[src/afebe_pkg.sv]
// package for the front-end block enable register bank
package afebe_pkg;

  // ---------------------------------------------------------------
  // register map
  // ---------------------------------------------------------------
  localparam logic [31:0] FCFG_OFFSET = 32'h0000_2000;
  localparam logic [31:0] PMODE_OFFSET = 32'h0000_22f0;

  // ---------------------------------------------------------------
  // reset values
  // ---------------------------------------------------------------
  localparam logic [31:0] FCFG_RESET = 32'h0008_0000;
  localparam logic [31:0] PMODE_RESET = 32'h0008_8800;

  // ---------------------------------------------------------------
  // frontend_config field layout
  // ---------------------------------------------------------------
  localparam int DC_DAC_BUF_BIT = 21;
  localparam int FAST_DAC_REF_BIT = 20;
  localparam int KEEP_ONE_BIT = 19;
  localparam int MAINS_NOTCH_BIT = 16;
  localparam int FOURIER_BIT = 15;
  localparam int WAVE_SYNTH_BIT = 14;
  localparam int LOWER_W = 14;
  localparam logic [31:0] FCFG_WMASK = 32'h0039_ffff;
  localparam logic [31:0] FCFG_RSVD_MASK = 32'hffc6_0000;
  localparam logic [31:0] PMODE_WMASK = 32'hffff_ffff;

  // ---------------------------------------------------------------
  // carriers
  // ---------------------------------------------------------------
  typedef struct packed {
    logic cyc;
    logic stb;
    logic we;
    logic [3:0] sel;
    logic [31:0] adr;
    logic [31:0] dat;
  } afebe_wb_req_t;

  typedef struct packed {
    logic dc_dac_buffer_enable;
    logic fast_dac_reference_enable;
    logic mains_notch_enable;
    logic fourier_engine_enable;
    logic wave_synth_enable;
  } afebe_enables_t;

  // byte-lane merge of write data into a register under a write mask
  function automatic logic [31:0] afebe_merge(input logic [31:0] old_v,
                                              input logic [31:0] wr_v,
                                              input logic [3:0] sel,
                                              input logic [31:0] wmask);
    logic [31:0] lane;
    lane = {{8{sel[3]}}, {8{sel[2]}}, {8{sel[1]}}, {8{sel[0]}}};
    afebe_merge = (old_v & ~(lane & wmask)) | (wr_v & lane & wmask);
  endfunction : afebe_merge

endpackage : afebe_pkg

[src/afebe_regs.sv]
// wishbone register bank holding the front-end block enables and power mode
//
// Local design decision: register access over Wishbone.
`timescale 1ns/1ps
// Summary of operation
// - frontend_config sits at 0x00002000, resets to 0x00080000, readable and writable.
// - power_mode_config sits at 0x000022f0, resets to 0x00088800, readable and writable.
// - bit 21 set powers the dc DAC buffer; clear disables; resets 0.
// - bit 20 set enables fast DAC reference; clear disables; resets 0.
// - bit 19 resets to one; software keeps it one on every write.
// - bit 16 puts the mains notch filter in the ADC path; resets 0.
// - bit 15 enables the Fourier engine; resets 0.
// - bit 14 enables the wave synthesiser, sine and trapezoid; resets 0.
module afebe_regs #(
  parameter int ADDR_W = 32
) (
  input wire logic ref_clk_in,
  input wire logic rst_n_in,
  input wire afebe_pkg::afebe_wb_req_t wb_req_in,
  output logic wb_ack_out,
  output logic [31:0] wb_dat_out,
  output afebe_pkg::afebe_enables_t enables_out,
  output logic [afebe_pkg::LOWER_W-1:0] frontend_lower_out,
  output logic [31:0] power_mode_config_out
);
  import afebe_pkg::*;

  // ---------------------------------------------------------------
  // elaboration check
  // ---------------------------------------------------------------
  if (ADDR_W < 14 || ADDR_W > 32) begin : g_bad_addr_w
    $error("afebe_regs: ADDR_W must lie between 14 and 32");
  end

  // ---------------------------------------------------------------
  // address decode
  // ---------------------------------------------------------------
  logic [31:0] frontend_config_r;
  logic [31:0] power_mode_config_r;
  logic ack_r;
  logic [31:0] rdat_r;
  wire logic [31:0] addr_mask = 32'hffff_ffff >> (32 - ADDR_W);
  wire logic [31:0] adr_full = wb_req_in.adr & addr_mask;
  wire logic req_live = wb_req_in.cyc & wb_req_in.stb;
  wire logic hit_fcfg = (adr_full[31:2] == FCFG_OFFSET[31:2]);
  wire logic hit_pmode = (adr_full[31:2] == PMODE_OFFSET[31:2]);
  wire logic wr_commit = req_live & ack_r & wb_req_in.we;
  wire logic [31:0] fcfg_nxt = afebe_merge(frontend_config_r, wb_req_in.dat, wb_req_in.sel,
                                           FCFG_WMASK);
  wire logic [31:0] pmode_nxt = afebe_merge(power_mode_config_r, wb_req_in.dat,
                                            wb_req_in.sel, PMODE_WMASK);
  wire logic [31:0] rd_sel = hit_fcfg ? (frontend_config_r & ~FCFG_RSVD_MASK) :
                             hit_pmode ? power_mode_config_r : 32'h0000_0000;

  // ---------------------------------------------------------------
  // bus handshake
  // ---------------------------------------------------------------
  always_ff @(posedge ref_clk_in or negedge rst_n_in) begin
    if (!rst_n_in) begin
      ack_r <= 1'b0;
      rdat_r <= 32'h0000_0000;
    end else begin
      ack_r <= req_live & ~ack_r;
      if (req_live & ~ack_r) begin
        rdat_r <= rd_sel;
      end
    end
  end

  // ---------------------------------------------------------------
  // registers
  // ---------------------------------------------------------------
  always_ff @(posedge ref_clk_in or negedge rst_n_in) begin
    if (!rst_n_in) begin
      frontend_config_r <= FCFG_RESET;
      power_mode_config_r <= PMODE_RESET;
    end else begin
      if (wr_commit & hit_fcfg) begin
        frontend_config_r <= fcfg_nxt;
      end
      if (wr_commit & hit_pmode) begin
        power_mode_config_r <= pmode_nxt;
      end
    end
  end

  // ---------------------------------------------------------------
  // outputs
  // ---------------------------------------------------------------
  assign wb_ack_out = ack_r;
  assign wb_dat_out = rdat_r;
  assign enables_out.dc_dac_buffer_enable = frontend_config_r[DC_DAC_BUF_BIT];
  assign enables_out.fast_dac_reference_enable = frontend_config_r[FAST_DAC_REF_BIT];
  assign enables_out.mains_notch_enable = frontend_config_r[MAINS_NOTCH_BIT];
  assign enables_out.fourier_engine_enable = frontend_config_r[FOURIER_BIT];
  assign enables_out.wave_synth_enable = frontend_config_r[WAVE_SYNTH_BIT];
  assign frontend_lower_out = frontend_config_r[LOWER_W-1:0];
  assign power_mode_config_out = power_mode_config_r;

  // ---------------------------------------------------------------
  // assertions
  // ---------------------------------------------------------------
  wire logic fcfg_wr = wr_commit & hit_fcfg;

  reset_values_a: assert property (
    @(posedge ref_clk_in) $rose(rst_n_in) |->
      frontend_config_r == FCFG_RESET && power_mode_config_r == PMODE_RESET)
    else $error("reset values wrong");

  keep_one_rst_a: assert property (
    @(posedge ref_clk_in) $rose(rst_n_in) |-> frontend_config_r[KEEP_ONE_BIT] &&
      !enables_out.dc_dac_buffer_enable && !enables_out.wave_synth_enable)
    else $error("bit 19 or enables wrong after reset");

  pmode_write_a: assert property (
    @(posedge ref_clk_in) disable iff (!rst_n_in)
      wr_commit && hit_pmode && wb_req_in.sel == 4'hf |=>
      power_mode_config_out == $past(wb_req_in.dat))
    else $error("power mode write not stored");

  dac_buf_wr_a: assert property (
    @(posedge ref_clk_in) disable iff (!rst_n_in)
      fcfg_wr && wb_req_in.sel[2] |=>
      enables_out.dc_dac_buffer_enable == $past(wb_req_in.dat[DC_DAC_BUF_BIT]))
    else $error("dc dac buffer enable not updated");

  dac_ref_wr_a: assert property (
    @(posedge ref_clk_in) disable iff (!rst_n_in)
      fcfg_wr && wb_req_in.sel[2] |=>
      enables_out.fast_dac_reference_enable == $past(wb_req_in.dat[FAST_DAC_REF_BIT]))
    else $error("dac reference enable not updated");

  notch_wr_a: assert property (
    @(posedge ref_clk_in) disable iff (!rst_n_in)
      fcfg_wr && wb_req_in.sel[2] |=>
      enables_out.mains_notch_enable == $past(wb_req_in.dat[MAINS_NOTCH_BIT]))
    else $error("notch enable not updated");

  fourier_wr_a: assert property (
    @(posedge ref_clk_in) disable iff (!rst_n_in)
      fcfg_wr && wb_req_in.sel[1] |=>
      enables_out.fourier_engine_enable == $past(wb_req_in.dat[FOURIER_BIT]))
    else $error("fourier enable not updated");

  wave_wr_a: assert property (
    @(posedge ref_clk_in) disable iff (!rst_n_in)
      fcfg_wr && wb_req_in.sel[1] |=>
      enables_out.wave_synth_enable == $past(wb_req_in.dat[WAVE_SYNTH_BIT]))
    else $error("wave synth enable not updated");

  rsvd_read_a: assert property (
    @(posedge ref_clk_in) disable iff (!rst_n_in)
      ack_r && !wb_req_in.we && hit_fcfg |->
      (wb_dat_out & FCFG_RSVD_MASK) == 32'h0000_0000)
    else $error("reserved bits read nonzero");

  fcfg_read_a: assert property (
    @(posedge ref_clk_in) disable iff (!rst_n_in)
      req_live && !ack_r && !wb_req_in.we && hit_fcfg |=>
      wb_ack_out && wb_dat_out == (frontend_config_r & ~FCFG_RSVD_MASK))
    else $error("frontend config read wrong");

  ack_pulse_a: assert property (
    @(posedge ref_clk_in) disable iff (!rst_n_in)
      wb_ack_out |=> !wb_ack_out)
    else $error("ack held longer than one cycle");

  rsvd_zero_a: assert property (
    @(posedge ref_clk_in) disable iff (!rst_n_in)
      (frontend_config_r & FCFG_RSVD_MASK) == 32'h0000_0000)
    else $error("reserved frontend bits stored nonzero");

  ack_latency_a: assert property (
    @(posedge ref_clk_in) disable iff (!rst_n_in)
      req_live && !ack_r |=> wb_ack_out)
    else $error("ack not given one cycle after request");

  idle_no_ack_a: assert property (
    @(posedge ref_clk_in) disable iff (!rst_n_in)
      !req_live |=> !wb_ack_out)
    else $error("ack without request");

  fcfg_hold_a: assert property (
    @(posedge ref_clk_in) disable iff (!rst_n_in)
      !fcfg_wr |=> $stable(frontend_config_r))
    else $error("frontend config changed without write");

  pmode_hold_a: assert property (
    @(posedge ref_clk_in) disable iff (!rst_n_in)
      !(wr_commit && hit_pmode) |=> $stable(power_mode_config_r))
    else $error("power mode changed without write");

  fcfg_lane_a: assert property (
    @(posedge ref_clk_in) disable iff (!rst_n_in)
      fcfg_wr && !wb_req_in.sel[2] |=> $stable(frontend_config_r[23:16]))
    else $error("unselected byte lane changed");

  keep_one_wr_a: assert property (
    @(posedge ref_clk_in) disable iff (!rst_n_in)
      fcfg_wr && wb_req_in.sel[2] |=>
      frontend_config_r[KEEP_ONE_BIT] == $past(wb_req_in.dat[KEEP_ONE_BIT]))
    else $error("bit 19 not stored as written");

  unmapped_read_a: assert property (
    @(posedge ref_clk_in) disable iff (!rst_n_in)
      ack_r && !wb_req_in.we && !hit_fcfg && !hit_pmode |-> wb_dat_out == 32'h0000_0000)
    else $error("unmapped read nonzero");

  pmode_read_a: assert property (
    @(posedge ref_clk_in) disable iff (!rst_n_in)
      req_live && !ack_r && !wb_req_in.we && hit_pmode |=>
      wb_ack_out && wb_dat_out == $past(power_mode_config_r))
    else $error("power mode read wrong");

  lower_wr_a: assert property (
    @(posedge ref_clk_in) disable iff (!rst_n_in)
      fcfg_wr && wb_req_in.sel == 4'hf |=>
      frontend_lower_out == $past(wb_req_in.dat[LOWER_W-1:0]))
    else $error("lower frontend bits not stored");

  enables_rst_a: assert property (
    @(posedge ref_clk_in) $rose(rst_n_in) |->
      enables_out == '0 && frontend_lower_out == '0)
    else $error("enables not clear after reset");

  // ---------------------------------------------------------------
  // cover points
  // ---------------------------------------------------------------
  fcfg_write_c: cover property (
    @(posedge ref_clk_in) disable iff (!rst_n_in) fcfg_wr);
  pmode_write_c: cover property (
    @(posedge ref_clk_in) disable iff (!rst_n_in) wr_commit && hit_pmode);
  unmapped_c: cover property (
    @(posedge ref_clk_in) disable iff (!rst_n_in) ack_r && !hit_fcfg && !hit_pmode);
  all_on_c: cover property (
    @(posedge ref_clk_in) disable iff (!rst_n_in) &enables_out);
  notch_set_c: cover property (
    @(posedge ref_clk_in) disable iff (!rst_n_in) fcfg_wr && wb_req_in.dat[MAINS_NOTCH_BIT]);

endmodule : afebe_regs

[config.mk]
export PLATFORM = sky130hd
export DESIGN_NAME = afebe_regs
export DESIGN_NICKNAME = d
export VERILOG_FILES = /design/src/afebe_pkg.sv /design/src/afebe_regs.sv
export SDC_FILE = /design/constraint.sdc
export NUM_CORES = 1
export LEC_CHECK = 0
export BUFFER_PORTS_ARGS = -buffer_cell sky130_fd_sc_hd__buf_2
export CORE_UTILIZATION = 48
export DETAILED_ROUTE_END_ITERATION = 8
export MAX_ROUTING_LAYER = met4
export PLACE_DENSITY = 0.83
export SKIP_CTS_REPAIR_TIMING = 1
export SLEW_MARGIN = 10
export SYNTH_ARGS = -nofsm -noshare
export SYNTH_HDL_FRONTEND = slang
export SYNTH_SLANG_ARGS = --single-unit
[constraint.sdc]
create_clock -name ref_clk_in -period 2.49 [get_ports ref_clk_in]
set_input_delay 0.6225 -clock ref_clk_in [delete_from_list [all_inputs] [get_ports ref_clk_in]]
set_output_delay 0.6225 -clock ref_clk_in [all_outputs]
set_load 0.01 [all_outputs]
==> metrics.yaml, run 1 <==
outcome: "finished, final reports clean"
critPathKind: "primary input to flip-flop"
final.hold.worst_slack_ns: 0.2992
yosys_register_bits: 85
rows: 31
arrival_ns: 2.51
startpoint_type: "primary input"
yosys.area.top_type: "dfrtp_1"
clk_latency_ns: 0.34
setup_viol_count_final: 0
syn_nets: 341
grt_pass1_wl_um: 14180
power.leakage_nw: 2.607
cts_buffers: 9
route.detailed.drc: 0
die_area_um2: 8103
dr_wl_met3_um: 423
rrSetupSlack_ns: 0.90
core_um2: 7370
p_sw_frac: 0.2181
synth_cell_types: 25
fill_cells: 604
portBuffers: 154
syn_area_um2: 3719
grt_use_total: 0.2289
overflow: 0
crit_required_ns: 2.71
ctsLongestPathBuffers: 2
routed_wl_um: 8826
die_y_um: 90.02
slew_viol_final: 0
cts.sinks: 85
met2_length_um: 4535
seq_area_frac_synth: 0.5734
ir_drop_uv: 276.9
firstDrtPassIters: 4
num_vias: 2762
max_slew_margin: 0.5728
drtIter0Drc: 80
dp_hpwl_um: 6443
synthCells: 268
grt_max_degree: 50
routedWlPerCell_um: 16.81
r2r_cells: 5
fmax_mhz: 436.7
synth-async-reset-ratio: 1.000
cts_tree: "yes"
ys_warn_count: 0
setup_ws_ns: 0.2000
topRoutingLayerUsed: "met4"
powerDensity_nw_per_um2: 509.1
diodes: 0
rsz0062_at_grt: "no"
place.gp.congestion: 0.7576
p_int_w: 0.001896
seq_area_um2: 2132
cap_viol_max_count: 0
fin_nets: 494
worstMarginPinSlew_ns: 0.6407
wl_met1_um: 3786
postRouteAntennaNets: 0
drive_above_1_share: 0.5892
num_io_pins: 157
first_global_vias: 2904
antenna_found_initial: 0
final_hold_viol_count: 0
p_sw_w: 0.0005287
postLayoutCoreUtil: 0.6462
cp_cell_sequence: "buf_2 > nor4b_1 > and4_1 > nor4b_4 > buf_4 > mux2_2"
fp.dieW_um: 90.02
worstSetupEndpointType: "flip-flop"
r2r_start: "wb_ack_out"
synth.most_common_cell: "dfrtp_1"
htree_levels: 3
fin_crit_sh: 0.9197
critPathMaxFanout: 8
combPwrFrac: 0.052
synth_common_cells: "81 x dfrtp_1, 42 x mux2_2, 20 x a22oi_1, 20 x nand2_1, 20 x o21ai_0"
start_util: 0.5046
dpl_worst_slack_ns: -0.1602
cp_slowest_cell: "nor4b_1"
critPathMaxStageDelay_ns: 0.51
areaGrowthSynthToFinish_pct: 28.06
yosys_most_used_dff: "dfrtp_1"
p_clk_frac: 0.379
root_buffer: "clkbuf_8"
post_drt_via_cell_ratio: 5.261
p_seq_frac: 0.570
clkTransAtPathRegs_ns: 0.08
multi_input_area_um2: 1383
skew_ns: 0.007755
synth-edff-count: 0
min_path_type: "primary input to async pin"
yosys-top-cells-area: "dfrtp_1 55%, mux2_2 13%, a22oi_1 4.0%"
min_period_ns: 2.290
synth_top_area_frac: 0.5451
syn_avg_cell_area_um2: 13.88
## critical path: cells and delay by family
kind / cells / cell delay (ns)
buffers and inverters: 2 / 0.32
multiplexers: 1 / 0.35
AND/OR/NAND/NOR: 3 / 1.21
## worst max-delay path by stage
stage | end | slack, ns | depth (start not counted) | start
final | flip-flop | 0.20 | 6 | wb_req_in[43]
after global routing | flip-flop | 0.07 | 6 | wb_req_in[43]
after CTS | flip-flop | 0.20 | 6 | wb_req_in[43]
after detailed placement | flip-flop | -0.16 | 6 | wb_req_in[43]
after global placement | flip-flop | -0.05 | 6 | wb_req_in[43]
after floorplan | flip-flop | 0.17 | 4 | wb_req_in[51]
## cell families (layout without fill, tap and decap cells)
group / Yosys count / count (layout) / synth area share
flops: 85 / 85 / 0.5733
compound gates: 52 / 52 / 0.09556
mux: 52 / 52 / 0.1655
simple gates: 44 / 44 / 0.1107
buf+inv: 35 / 193 / 0.05485
## power by group through the flow
stage               logic [W]  clock network (W)  registers, W
floorplan           0.0000211                  0       0.00141
global placement     0.000121                  0       0.00141
detailed placement   0.000127                  0       0.00141
CTS                  0.000127           0.000941       0.00138
global route         0.000140           0.000996       0.00138
finish               0.000125           0.000919       0.00138
## area by class of cell
class | instances | area share
well taps | 99 | 0.02601
clock inverters | 4 | 0.01025
clock buffers | 12 | 0.02838
flip-flops and latches | 85 | 0.4477
multi-input cells | 148 | 0.2903
inverters | 5 | 0.003941
repair buffers | 172 | 0.1934
## layer usage
metal / up-vias / GRT usage
met2: 108 / 0.3931
met5: - / -
li1: 1270 / -
met3: 10 / 0.03299
met4: 0 / 0.06183
met1: 1374 / 0.2839
## cells in the final DEF (no fill, tap or decap), drive strengths merged
master and n:
a22o 12, nor4b 9, bufinv 1, nand3b 1
nor4 6, buf 172, clkinv 3, or2 1
o21ai 20, dfrtp 81, nand2 20, clkbuf 12
inv 5, nor2 1, nor3b 1, mux2 52
dfstp 4, a22oi 20, and4 3, nand4 2
## per-stage QoR
step           total power, W  instance area [um^2]  setup TNS [ns]  std cells
2_1_floorplan        0.001430                  3719               0        268
3_3_place_gp         0.001529                  4578         -0.8148        509
3_5_place_dp         0.001535                  4578          -5.042        509
4_1_cts              0.002449                  4762               0        525
5_1_grt              0.002517                  4762               0        525
6_report             0.002424                  4762               0        525
(Power assumes the default switching activity.)
==> inputs of run 2 (changes only) <==
==> constraint.sdc (replaced) <==
create_clock -name ref_clk_in -period 2.49 [get_ports ref_clk_in]
set_input_delay 0.498 -clock ref_clk_in [delete_from_list [all_inputs] [get_ports ref_clk_in]]
set_output_delay 0.498 -clock ref_clk_in [all_outputs]
set_load 0.01 [all_outputs]
==> metrics.yaml, run 2 (same netlist as run 1, synthesis figures left out) <==
postRouteAntennaNets: 0  # unchanged
setup_tns_ns: 0  # unchanged
areaGrowthSynthToFinish_pct: 29.04  # was 28.06%
rsz0062_at_grt: "no"  # unchanged
dp.cells: 510  # was 509
die_y_um: 90.02  # unchanged
dp_hpwl_um: 6441  # was 6443 um
clk_latency_ns: 0.34  # about the same
rows: 31  # unchanged
outcome: "finished, final reports clean"  # unchanged
fmax_mhz: 490.7  # was 436.7 MHz
core_um2: 7370  # unchanged
drtIter0Drc: 44  # was 80
fin_nets: 495  # was 494
fin_crit_sh: 0.8185  # was 0.9197
critPathMaxStageDelay_ns: 0.44  # was 0.51 ns
firstDrtPassIters: 4  # unchanged
final_hold_viol_count: 0  # unchanged
grt_pass1_wl_um: 14240  # was 14180 um
die_area_um2: 8103  # unchanged
final_common_cell: "buf_2"  # unchanged
crit_required_ns: 2.71  # about the same
arrival_ns: 2.26  # was 2.51 ns
r2r_start: "wb_ack_out"  # unchanged
cts_tree: "yes"  # unchanged
cts_buffers: 9  # unchanged
final_cells: 525  # unchanged
cts.sinks: 85  # unchanged
num_io_pins: 157  # unchanged
layout_common_cells: "153 x buf_2, 81 x dfrtp_1, 42 x mux2_2"  # unchanged
min_period_ns: 2.038  # was 2.290 ns
critPathLaunch: "wb_req_in[43]"  # unchanged
cp_cell_sequence: "buf_2 > nor4b_1 > and4_1 > nor4b_4 > buf_4 > mux2_2"  # unchanged
grt_max_degree: 48  # was 50
place.gp.congestion: 0.7401  # was 0.7576
diodes: 0  # unchanged
critPathMaxFanout: 8  # unchanged
max_slew_margin: 0.6489  # was 0.5728
portBuffers: 154  # unchanged
ir_drop_uv: 352.5  # was 276.9 uV
cp_slowest_cell: "and4_1"  # was nor4b_1
fp.dieW_um: 90.02  # unchanged
overflow: 0  # unchanged
skew_ns: 0.009008  # was 0.007755 ns
routed_wl_um: 8726  # was 8826 um
antenna_found_initial: 0  # unchanged
min_path_type: "primary input to async pin"  # unchanged
num_vias: 2788  # was 2762
power.leakage_nw: 2.630  # was 2.607 nW
drive_above_1_share: 0.5962  # was 0.5892
root_buffer: "clkbuf_8"  # unchanged
cap_viol_max_count: 0  # unchanged
critPathKind: "primary input to flip-flop"  # unchanged
ctsLongestPathBuffers: 2  # unchanged
powerDensity_nw_per_um2: 530.9  # was 509.1 nW/um^2
startpoint_type: "primary input"  # unchanged
fill_cells: 604  # unchanged
routedWlPerCell_um: 16.62  # was 16.81 um
grt_use_total: 0.2302  # was 0.2289
worstMarginPinSlew_ns: 0.5267  # was 0.6407 ns
setup_viol_count_final: 0  # unchanged
slew_viol_final: 0  # unchanged
clkTransAtPathRegs_ns: 0.08  # about the same
route.detailed.drc: 0  # unchanged
post_drt_via_cell_ratio: 5.310  # was 5.261
start_util: 0.5046  # unchanged
worstSetupEndpointType: "flip-flop"  # unchanged
htree_levels: 3  # unchanged
first_global_vias: 2887  # was 2904
## run 2: worst paths after layout
check	end	slack, ns	cells past startpoint
max	flip-flop	0.45	6
min	async pin	0.13	1
max reg2reg	wb_dat_out[1]	0.85	4
min reg2reg	wb_dat_out[3]	0.49	2
max in group asynchronous	wb_dat_out[27]	1.74	2
min in group ref_clk_in	flip-flop	0.38	2
## run 2: per-layer routing
layer	GRT usage	wire (um)	vias to the layer above
met5	-	0	-
met4	0.06989	84	0
met3	0.03553	437	10
met2	0.3893	4405	114
met1	0.2859	3798	1394
li1	-	-	1270
## run 2: final cells by class
class | count | area, um^2 | area share
Clock buffer | 10 | 137.6 | 0.02868
Clock inverter | 5 | 75.07 | 0.01565
Inverter | 5 | 18.77 | 0.003911
Multi-Input combinational cell | 148 | 1383 | 0.2881
Sequential cell | 85 | 2132 | 0.4443
Tap cell | 99 | 123.9 | 0.02581
Timing Repair Buffer | 173 | 928.4 | 0.1935
## run 2: critical path: cells and delay by family
family / cells / cell delay [ns]
buffers and inverters: 2 / 0.30
muxes: 1 / 0.34
and+or+nand+nor: 3 / 1.11
## run 2: report_power, final
part / total [W] / switching [W] / leakage, nW / internal (W)
Sequential: 0.00138 / 0.000000560 / 1.17 / 0.00138
Combinational: 0.000125 / 0.0000735 / 1.35 / 0.0000517
Clock: 0.00104 / 0.000459 / 0.112 / 0.000582
Total: 0.00255 / 0.000533 / 2.63 / 0.00201
## run 2: stage by stage
stage	setup slack [ns]	hold slack, ns	utilization	power [W]	instance area (um^2)
6_report	0.4519	0.1264	0.6511	0.002547	4798
5_1_grt	0.2640	0.1614	0.6511	0.002642	4798
3_5_place_dp	0.003117	0.4702	0.6222	0.001535	4586
2_1_floorplan	0.2928	0.2024	-	0.001430	3719
3_3_place_gp	0.05906	0.4560	0.6222	0.001530	4586
4_1_cts	0.3694	0.1318	0.6511	0.002567	4798
